$ cat src/inc/cbrw_consts.vh
// Purpose: shared constants of the contactless block read/write interpreter
// Assumes: included by bare name from logic files
// Notes: codes, status flags, count limits and memory layout
`ifndef CBRW_CONSTS_VH
`define CBRW_CONSTS_VH

// command and response codes
`define CBRW_CMD_READ 8'h06
`define CBRW_RSP_READ 8'h07
`define CBRW_CMD_WRITE 8'h08
`define CBRW_RSP_WRITE 8'h09

// field lengths in bytes
`define CBRW_ID_LEN 8'h08
`define CBRW_BLK_BYTES 8'h10

// status flag values
`define CBRW_SF_OK 8'h00
`define CBRW_SF1_ERR 8'hFF
`define CBRW_SF2_SVC_CNT 8'hA1
`define CBRW_SF2_BLK_CNT 8'hA2
`define CBRW_SF2_SVC_MIX 8'hA3
`define CBRW_SF2_BLK_SPEC 8'hA5

// count limits
`define CBRW_CNT_MIN 8'h01
`define CBRW_RD_SVC_MAX 8'h0F
`define CBRW_RD_BLK_MAX 8'h0F
`define CBRW_WR_SVC_MAX 8'h0B
`define CBRW_WR_SVC_SPLIT 8'h08
`define CBRW_WR_BLK_MAX_LO 8'h0C
`define CBRW_WR_BLK_MAX_HI 8'h0B

// user memory layout: attribute block then message file
`define CBRW_AIB_BLOCK 8'h00
`define CBRW_NDEF_FIRST 8'h01
`define CBRW_NDEF_LAST 8'h17
`define CBRW_MEM_BYTES 384

// response fifo
`define CBRW_FIFO_DEPTH 8
`define CBRW_FIFO_AW 3

`endif

$ cat src/logic/cbrw_core.v
// Purpose: parses block read and write commands and builds their responses
// Assumes: command bytes arrive framed, last byte flagged by rx_last
// Notes: responses leave through an eight entry fifo; tunnel mode uses host ports
//
// Operation
// (RQ1) read request: code 06, 8-byte id, k, 2k service bytes, m, block list.
// (RQ2) reader fills the id field with the identifier it learned earlier.
// (RQ3) read accepts service count 1 to 15, otherwise error status.
// (RQ4) service ids ignored, but multiple ones must all be equal.
// (RQ5) read accepts block count 1 to 15, otherwise error status.
// (RQ6) read answer: 07, id, two flags; count and data only on normal end.
// (RQ7) successful read answer repeats the requested block count.
// (RQ8) write request: code 08, same leading fields, then 16 bytes per block.
// (RQ9) write accepts service count 1 to 11, otherwise error status.
// (RQ10) write block limit: 12 with up to 8 services, 11 with 9 to 11.
// (RQ11) write stores data or forwards to host, answers 09, id, two flags.
// (RQ12) attribute information block sits at user block 0.
// (RQ13) message file occupies user blocks 1 through 23.
// (RQ14) bad service count reports flags FF A1.
// (RQ15) bad block count reports flags FF A2.
// (RQ16) unequal service ids report flags FF A3.
// (RQ17) non-ascending block numbers in tunnel mode report flags FF A5.
// (RQ18) each list element's header decides two or three bytes before advancing.
`timescale 1ns/1ps
`include "cbrw_consts.vh"
module cbrw_core (
    input wire clk,
    input wire rst,
    input wire tunnel_en,
    input wire rx_valid,
    input wire [7:0] rx_data,
    input wire rx_last,
    output wire rx_ready,
    output wire tx_valid,
    output wire [7:0] tx_data,
    output wire tx_last,
    input wire tx_ready,
    output reg tun_wr_valid,
    output reg [7:0] tun_wr_data,
    input wire tun_wr_ready,
    input wire tun_rd_valid,
    input wire [7:0] tun_rd_data,
    output wire tun_rd_ready,
    output wire busy
);
    // one-hot parser states
    localparam S_CODE = 9'h001;
    localparam S_ID = 9'h002;
    localparam S_SVCN = 9'h004;
    localparam S_SVC = 9'h008;
    localparam S_BLKN = 9'h010;
    localparam S_BLK = 9'h020;
    localparam S_DATA = 9'h040;
    localparam S_SKIP = 9'h080;
    localparam S_RESP = 9'h100;

    reg [8:0] state;
    reg [7:0] cnt;
    reg is_wr;
    reg tun;
    reg [7:0] card_id [0:7];
    reg [7:0] svc_n;
    reg [7:0] blk_n;
    reg [7:0] svc_first [0:1];
    reg svc_mix;
    reg [7:0] err;
    reg [3:0] blk_idx;
    reg [1:0] epos;
    reg elem_long;
    reg elem_bad;
    reg [7:0] elem_lo;
    reg list_bad;
    reg have_prev;
    reg [7:0] prev_num;
    reg [7:0] blk_num [0:14];
    reg [7:0] mem [0:`CBRW_MEM_BYTES-1];
    reg [7:0] ridx;
    reg [3:0] rblk;
    reg [3:0] rbyte;

    wire take;
    wire svc_ok;
    wire blk_ok;
    wire [7:0] blk_max_wr;
    wire [7:0] elem_num;
    wire elem_done;
    wire list_end;
    wire data_phase;
    wire resp_push;
    wire resp_last;
    wire fifo_in_ready;
    wire [8:0] wr_addr;
    wire [8:0] rd_addr;
    reg [7:0] resp_byte;

    // tunnel write holds a byte until the host takes it; this stalls intake
    assign rx_ready = (state != S_RESP) &&
        !(state == S_DATA && tun && tun_wr_valid && !tun_wr_ready);
    assign take = rx_valid && rx_ready;
    assign busy = (state != S_CODE);

    // count ranges per command
    assign svc_ok = (rx_data >= `CBRW_CNT_MIN) &&
        (rx_data <= (is_wr ? `CBRW_WR_SVC_MAX : `CBRW_RD_SVC_MAX)); // [RQ3] [RQ9]
    assign blk_max_wr = (svc_n <= `CBRW_WR_SVC_SPLIT) ?
        `CBRW_WR_BLK_MAX_LO : `CBRW_WR_BLK_MAX_HI; // [RQ10]
    assign blk_ok = (rx_data >= `CBRW_CNT_MIN) &&
        (rx_data <= (is_wr ? blk_max_wr : `CBRW_RD_BLK_MAX)); // [RQ5] [RQ10]

    // element length known from its first byte: bit 7 set means two bytes
    assign elem_done = (epos == 2'd1 && !elem_long) || (epos == 2'd2); // [RQ18]
    assign elem_num = (epos == 2'd1) ? rx_data : elem_lo;
    assign list_end = elem_done && ({4'h0, blk_idx} == blk_n - 8'h01);

    // block numbers index user memory: block 0 is the attribute block,
    // blocks 1 to 23 the message file; anything above is out of memory
    assign wr_addr = {blk_num[blk_idx][4:0], cnt[3:0]}; // [RQ12] [RQ13]
    assign rd_addr = {blk_num[rblk][4:0], rbyte}; // [RQ12] [RQ13]

    // response data bytes follow only a clean read
    assign data_phase = (ridx == 8'd12);
    assign resp_last = data_phase ? (rblk == blk_n[3:0] - 4'h1 && rbyte == 4'hF) :
        (ridx == 8'd11 ? 1'b0 : (ridx == 8'd10 && (is_wr || err != `CBRW_SF_OK))); // [RQ6]
    assign resp_push = (state == S_RESP) && (!data_phase || !tun || tun_rd_valid);
    assign tun_rd_ready = (state == S_RESP) && data_phase && tun && fifo_in_ready;

    // response byte selection
    always @* begin
        resp_byte = 8'h00;
        if (ridx == 8'd0) begin
            resp_byte = is_wr ? `CBRW_RSP_WRITE : `CBRW_RSP_READ; // [RQ6] [RQ11]
        end else if (ridx <= 8'd8) begin
            resp_byte = card_id[ridx[2:0] - 3'd1];
        end else if (ridx == 8'd9) begin
            resp_byte = (err == `CBRW_SF_OK) ? `CBRW_SF_OK : `CBRW_SF1_ERR;
        end else if (ridx == 8'd10) begin
            resp_byte = err;
        end else if (ridx == 8'd11) begin
            resp_byte = blk_n; // [RQ7]
        end else begin
            resp_byte = tun ? tun_rd_data : mem[rd_addr];
        end
    end

    // user memory written by accepted write data outside tunnel mode
    always @(posedge clk) begin
        if (state == S_DATA && take && !tun) begin
            mem[wr_addr] <= rx_data; // [RQ11]
        end
    end

    // identifier and block list capture, no reset needed for data words
    always @(posedge clk) begin
        if (state == S_ID && take) begin
            card_id[cnt[2:0]] <= rx_data; // [RQ1]
        end
        if (state == S_SVC && take && cnt < 8'd2) begin
            svc_first[cnt[0]] <= rx_data;
        end
        if (state == S_BLK && take && elem_done) begin
            blk_num[blk_idx] <= elem_num;
        end
    end

    // tunnel write byte holding stage toward the host
    always @(posedge clk or posedge rst) begin
        if (rst) begin
            tun_wr_valid <= 1'b0;
            tun_wr_data <= 8'h00;
        end else begin
            if (state == S_DATA && take && tun) begin
                tun_wr_valid <= 1'b1; // [RQ11]
                tun_wr_data <= rx_data;
            end else if (tun_wr_ready) begin
                tun_wr_valid <= 1'b0;
            end
        end
    end

    // command parser and response sequencer
    always @(posedge clk or posedge rst) begin
        if (rst) begin
            state <= S_CODE;
            cnt <= 8'h00;
            is_wr <= 1'b0;
            tun <= 1'b0;
            svc_n <= 8'h00;
            blk_n <= 8'h00;
            svc_mix <= 1'b0;
            err <= 8'h00;
            blk_idx <= 4'h0;
            epos <= 2'd0;
            elem_long <= 1'b0;
            elem_bad <= 1'b0;
            elem_lo <= 8'h00;
            list_bad <= 1'b0;
            have_prev <= 1'b0;
            prev_num <= 8'h00;
            ridx <= 8'h00;
            rblk <= 4'h0;
            rbyte <= 4'h0;
        end else begin
            case (state)
            S_CODE: begin
                if (take) begin
                    cnt <= 8'h00;
                    err <= `CBRW_SF_OK;
                    svc_mix <= 1'b0;
                    list_bad <= 1'b0;
                    have_prev <= 1'b0;
                    blk_idx <= 4'h0;
                    epos <= 2'd0;
                    tun <= tunnel_en;
                    is_wr <= (rx_data == `CBRW_CMD_WRITE); // [RQ8]
                    // unknown codes and lone bytes are dropped silently
                    if (!rx_last && (rx_data == `CBRW_CMD_READ ||
                            rx_data == `CBRW_CMD_WRITE)) begin
                        state <= S_ID; // [RQ1]
                    end
                end
            end
            S_ID: begin
                if (take) begin
                    cnt <= cnt + 8'h01;
                    if (rx_last) begin
                        state <= S_CODE;
                    end else if (cnt == `CBRW_ID_LEN - 8'h01) begin
                        state <= S_SVCN;
                    end
                end
            end
            S_SVCN: begin
                if (take) begin
                    svc_n <= rx_data;
                    cnt <= 8'h00;
                    if (!svc_ok) begin
                        err <= `CBRW_SF2_SVC_CNT; // [RQ14]
                        state <= rx_last ? S_RESP : S_SKIP;
                    end else if (rx_last) begin
                        state <= S_CODE;
                    end else begin
                        state <= S_SVC;
                    end
                end
            end
            S_SVC: begin
                if (take) begin
                    cnt <= cnt + 8'h01;
                    // value itself is ignored, only agreement counts
                    if (cnt >= 8'd2 && rx_data != svc_first[cnt[0]]) begin
                        svc_mix <= 1'b1; // [RQ4]
                    end
                    if (rx_last) begin
                        state <= S_CODE;
                    end else if (cnt == {svc_n[6:0], 1'b0} - 8'h01) begin
                        state <= S_BLKN;
                    end
                end
            end
            S_BLKN: begin
                if (take) begin
                    blk_n <= rx_data;
                    if (svc_mix) begin
                        err <= `CBRW_SF2_SVC_MIX; // [RQ16]
                        state <= rx_last ? S_RESP : S_SKIP;
                    end else if (!blk_ok) begin
                        err <= `CBRW_SF2_BLK_CNT; // [RQ15]
                        state <= rx_last ? S_RESP : S_SKIP;
                    end else if (rx_last) begin
                        state <= S_CODE;
                    end else begin
                        state <= S_BLK;
                    end
                end
            end
            S_BLK: begin
                if (take) begin
                    if (epos == 2'd0) begin
                        elem_long <= !rx_data[7]; // [RQ18]
                        elem_bad <= (rx_data[6:4] != 3'b000);
                        epos <= 2'd1;
                    end else if (epos == 2'd1 && elem_long) begin
                        elem_lo <= rx_data;
                        epos <= 2'd2;
                    end else begin
                        epos <= 2'd0;
                    end
                    if (elem_done) begin
                        blk_idx <= blk_idx + 4'h1;
                        have_prev <= 1'b1;
                        prev_num <= elem_num;
                        // mode bits, high number byte, memory bound, ordering
                        if (elem_bad || (epos == 2'd2 && rx_data != 8'h00) ||
                                (!tun && elem_num > `CBRW_NDEF_LAST) ||
                                (tun && have_prev && elem_num <= prev_num)) begin
                            list_bad <= 1'b1; // [RQ17]
                        end
                    end
                    if (list_end) begin
                        blk_idx <= 4'h0;
                        cnt <= 8'h00;
                        if (list_bad || elem_bad || (epos == 2'd2 && rx_data != 8'h00) ||
                                (!tun && elem_num > `CBRW_NDEF_LAST) ||
                                (tun && have_prev && elem_num <= prev_num)) begin
                            err <= `CBRW_SF2_BLK_SPEC; // [RQ17]
                            state <= rx_last ? S_RESP : S_SKIP;
                        end else if (!is_wr) begin
                            state <= rx_last ? S_RESP : S_SKIP;
                        end else begin
                            state <= rx_last ? S_CODE : S_DATA; // [RQ8]
                        end
                    end else if (rx_last) begin
                        state <= S_CODE;
                    end
                end
            end
            S_DATA: begin
                if (take) begin
                    cnt <= cnt + 8'h01;
                    if (cnt[3:0] == 4'hF) begin
                        cnt <= 8'h00;
                        blk_idx <= blk_idx + 4'h1;
                    end
                    if (cnt[3:0] == 4'hF && {4'h0, blk_idx} == blk_n - 8'h01) begin
                        state <= S_RESP; // [RQ11]
                    end else if (rx_last) begin
                        state <= S_CODE;
                    end
                end
            end
            S_SKIP: begin
                // trailing bytes after a decision are drained to the frame end
                if (take && rx_last) begin
                    state <= S_RESP;
                end
            end
            S_RESP: begin
                if (resp_push && fifo_in_ready) begin
                    if (resp_last) begin
                        state <= S_CODE;
                        ridx <= 8'h00;
                        rblk <= 4'h0;
                        rbyte <= 4'h0;
                    end else if (!data_phase) begin
                        ridx <= ridx + 8'h01;
                    end else begin
                        rbyte <= rbyte + 4'h1;
                        if (rbyte == 4'hF) begin
                            rblk <= rblk + 4'h1;
                        end
                    end
                end
            end
            default: begin
                state <= S_CODE;
            end
            endcase
        end
    end

    // outgoing response bytes buffered; tx_ready stalls the sequencer
    cbrw_fifo #(
        .WIDTH(9),
        .DEPTH(`CBRW_FIFO_DEPTH),
        .AW(`CBRW_FIFO_AW)
    ) cbrw_fifo_i (
        .clk(clk),
        .rst(rst),
        .in_valid(resp_push),
        .in_ready(fifo_in_ready),
        .in_data({resp_last, resp_byte}),
        .out_valid(tx_valid),
        .out_ready(tx_ready),
        .out_data({tx_last, tx_data})
    );
endmodule

$ cat src/logic/cbrw_fifo.v
// Purpose: synchronous fifo carrying response bytes with their end marker
// Assumes: one clock, asynchronous active high reset
// Notes: DEPTH must equal 2**AW; full and empty follow the fill count
`timescale 1ns/1ps
module cbrw_fifo #(
    parameter WIDTH = 9,
    parameter DEPTH = 8,
    parameter AW = 3
) (
    input wire clk,
    input wire rst,
    input wire in_valid,
    output wire in_ready,
    input wire [WIDTH-1:0] in_data,
    output wire out_valid,
    input wire out_ready,
    output wire [WIDTH-1:0] out_data
);
    reg [WIDTH-1:0] store [0:DEPTH-1];
    reg [AW-1:0] wr_ptr;
    reg [AW-1:0] rd_ptr;
    reg [AW:0] fill;
    wire push;
    wire pop;

    // honest flags straight from the fill count
    assign in_ready = (fill != DEPTH[AW:0]);
    assign out_valid = (fill != {(AW+1){1'b0}});
    assign out_data = store[rd_ptr];
    assign push = in_valid && in_ready;
    assign pop = out_valid && out_ready;

    // storage has no reset; only pointers and the fill count carry state
    always @(posedge clk) begin
        if (push) begin
            store[wr_ptr] <= in_data;
        end
    end

    // pointer and count update
    always @(posedge clk or posedge rst) begin
        if (rst) begin
            wr_ptr <= {AW{1'b0}};
            rd_ptr <= {AW{1'b0}};
            fill <= {(AW+1){1'b0}};
        end else begin
            if (push) begin
                wr_ptr <= wr_ptr + 1'b1;
            end
            if (pop) begin
                rd_ptr <= rd_ptr + 1'b1;
            end
            if (push && !pop) begin
                fill <= fill + 1'b1;
            end else if (pop && !push) begin
                fill <= fill - 1'b1;
            end
        end
    end
endmodule

$ cat config.mk
export PLATFORM = sky130hd
export DESIGN_NAME = cbrw_core
export DESIGN_NICKNAME = d
export VERILOG_FILES = /design/src/logic/cbrw_core.v /design/src/logic/cbrw_fifo.v
export VERILOG_INCLUDE_DIRS = /design/src /design/src/inc
export SDC_FILE = /design/constraint.sdc
export NUM_CORES = 2
export LEC_CHECK = 0
export BUFFER_PORTS_ARGS = -buffer_cell sky130_fd_sc_hd__buf_2
export CORE_MARGIN = 8
export CORE_UTILIZATION = 30
export DETAILED_ROUTE_END_ITERATION = 10
export HOLD_SLACK_MARGIN = 0.15
export PLACE_DENSITY = 0.43
export SLEW_MARGIN = 20
export SYNTH_ARGS = -nofsm -noshare
export SYNTH_HDL_FRONTEND = slang
export SYNTH_SLANG_ARGS = --single-unit
$ cat constraint.sdc
create_clock -name clk -period 7.3 [get_ports clk]
set_input_delay 1.46 -clock clk [delete_from_list [all_inputs] [get_ports clk]]
set_output_delay 1.46 -clock clk [all_outputs]
set_load 0.05 [all_outputs]
==> run metrics <==
status=complete, no violations; Synth area leader=edfxtp_1; post_cts resized=0; die area=~0.47 mm²; Filler Cells Inserted=41800; via count=67000; DRC=0; clock sinks=3400; Pleak=47.0 nW; syn avg cell area=20.7 µm²; # setup viols final=0; CTS buffer count=369; max_cap viols=0; relative slew slack=18.5%; PwrDens=271 mW/mm²; fmax=0.171 GHz; antenna-violating nets left=0; Seq cells post-synth=3400; reg2reg setup slack=1.45 ns; CP cell instances=nand2b_1 -> o22ai_1 -> o21ai_1 -> nand2_4 -> a21oi_1 -> nor3_1 -> o21ai_1 -> a31oi_1 -> a2111oi_2; share of cells above drive strength 1=25.9%; netlist area before placement=0.135 mm²; first-pass GRT wire length=approximately 580000 µm; Core ar.=0.449 mm²; dpl cell area=roughly 0.14 mm²; Initial Util=30.1%; antenna violations before repair=32; Ys Warns=0; count of flip-flops with a built-in enable after synthesis=3299; Finished Core Util=34.5%; Slew Viols, Final=0; Crit Path Class=flop to flop; Post-CTS Setup Inserts=0; nets@finish=6825; Crit path max-delay family=compound AO/OA/AOI/OAI gates; Detailed Route WL=417000 µm; worst skew pair latency=0.95 ns; Buffers & Inverters on Critical Path=0; Data arrival, critical path=6.49 ns; gr ovfl total=0; vias per cell=approximately 5; Tcrit/Tclk final=80.1%; cells after synthesis=6524; slowest stage cell, crit path=nand2_4; startpoint types=flop; Die X=687 µm; DP Worst Slack=1.27 ns; setup_tns=0 ns; IO Port Bufs=45; sequential area share after synthesis=about three quarters; cell count after placement=12300; slowest stage delay, CP=0.86 ns; top cells by area, synth=edfxtp_1, mux4_2, dfrtp_1; peak fanout along the critical path=38; top-level port count=46; synth unique cells=97; Design Area, Final=0.155 mm²; RSZ-0062 raised after global routing=no; GRT Total Usage=17.3%; non-filler cells, final=13000; Crit path required time=7.94 ns; CTS tree=yes; post-layout min period=5.85 ns; Hold WC Path Type=flop to flop; root buffer cell=clkbuf_16; clk buf depth=4; HPWL Detailed=255000 µm; hold_buf cts=0; CP most frequent cell=o21ai_1; row cnt=246; largest net degree at the start of global routing=151; area share of the largest cell type after synthesis=approximately three quarters; Synth Flop Type=edfxtp_1; die span in y=687 µm; drt first pass iters=5; htree depth=5; FFs w/ async S/R, synth=2.97%; vias in the first global route=69800; wire per inst=32.0 µm; final RePlAce weighted congestion=between 0.7 and 0.8; clock-pin slew on the worst setup and hold paths=0.06 ns; final setup margin=1.45 ns; DR iter-0 viols=6974; Clock Skew=0.0504 ns; syn nets=6583; Final Hold Vio Count=0; peak supply drop=approximately 0.19 mV; Layout area overhead=14.6%; worst slew pin tran=1.22 ns; CP Capture Type=flop
[synthesized netlist by cell type (all sizes together), types with 7 or more instances]
cell / n
or2: 9
and2: 10
nor2: 475
a22oi: 61
nand3: 66
o21ai: 82
a21o: 8
xnor2: 19
nor2b: 14
o31ai: 8
a21oi: 77
ha: 34
a22o: 39
xor2: 20
dfrtp: 100
nand2b: 29
and4b: 7
edfxtp: 3299
and3: 30
a211oi: 23
inv: 52
a221o: 11
or3: 7
mux2i: 134
mux4: 896
nor3: 52
a2111oi: 11
nor3b: 9
clkbuf: 137
o211ai: 17
a221oi: 39
o22ai: 30
buf: 256
nand4: 15
a31oi: 20
mux2: 78
nand2: 255
[cells by family (layout without fill, tap and decap cells)]
| family | after synthesis | after routing | share of synthesized area (%) |
|---|---|---|---|
| buffers and inverters | 446 | 992 | 1.80 |
| other | 0 | 7 | 0 |
| and+or+nand+nor | 1005 | 1005 | 3.28 |
| xor gates and xnor gates | 39 | 39 | 0.253 |
| muxes | 1108 | 1108 | 16.6 |
| adders and majority gates | 35 | 35 | 0.330 |
| DFF | 3400 | 3400 | 75.2 |
| AOI/OAI and AO/OA | 491 | 491 | 2.59 |
[state kept, by name, indices dropped and copies added, names as in the netlist, 8 cells and up]
register / cells
blk_n: 8
blk_num: 75
card_id: 64
cbrw_fifo_i.store: 72
cnt: 8
elem_lo: 8
mem: 3072
prev_num: 8
ridx: 8
state: 9
svc_first: 16
svc_n: 8
tun_wr_data: 8
[cell usage in the layout (no fill, tap or decap), types with 12 or more instances in the layout]
master     instances
buf_12            32
ha_1              34
clkbuf_16        373
mux2_2            71
o21ai_0           75
buf_4            186
nand4_1           15
a21oi_1           76
inv_6             12
a31oi_1           18
o211ai_1          17
o22ai_1           28
a211oi_1          22
nor3_1            49
nand2_1          238
nor2_1           470
a22o_1            39
mux4_2           896
mux2i_1          133
xnor2_1           19
nand2b_1          29
clkinv_1          79
inv_1             49
nand2_4           17
nand3_1           65
a221oi_1          39
clkbuf_1          62
bufinv_16         41
a22oi_1           61
clkinv_2          77
xor2_1            20
buf_2             38
edfxtp_1        3299
dfrtp_1           96
and3_1            29
[layer usage]
metal	global-route usage (%)	up-vias	share of wire, %
li1	-	27600	-
met1	24.5	36800	45
met2	28.2	2123	48
met3	2.60	467	5.4
met4	3.61	4	2.1
met5	0	-	0.0065
[power by group]
group          leakage, nW  switching [mW]  total (mW)  internal [mW]
clock network         5.87            7.90        18.8           10.9
registers             30.8           0.113        21.6           21.5
logic                 10.3            1.12        1.56          0.445
total                 47.0            9.13        41.9           32.8
[worst min-delay path, delay by kind of cell (launching register included)]
| family | cells | cell delay (ns) |
|---|---|---|
| AOI/OAI and AO/OA | 1 | 0.06 |
| DFF | 1 | 0.34 |
| and+or+nand+nor | 1 | 0.05 |
[area by class of cell]
cell class	instances	area [µm²]	share of cell area (%)
inverters	53	210	0.136
clock buffers	439	9620	6.21
multi-input cells	2678	31300	20.2
repair buffers	264	2350	1.51
well taps	5952	7450	4.81
clock inverters	236	2350	1.52
flip-flops and latches	3400	102000	65.6
diodes	7	17.5	0.0113
[stage by stage]
step	hold slack, ns	power [mW]
2_1_floorplan	0.449	22.8
3_5_place_dp	0.473	23.6
4_1_cts	0.488	42.4
3_3_place_gp	0.473	23.6
5_1_grt	0.502	43.1
6_report	0.486	41.9
[worst paths after layout]
path,to,start,cells after the start
worst min-delay path,prev_num[5],prev_num[5],2
worst max register to register,cbrw_fifo_i.store[1][3],rblk[3],9
worst min register to register,prev_num[5],prev_num[5],2
min in group asynchronous,tun_wr_data[6],rst,2
max in group asynchronous,rbyte[2],rst,3
worst max-delay path,cbrw_fifo_i.store[1][3],rblk[3],9
Note: power is estimated with default switching activity, not from simulation.
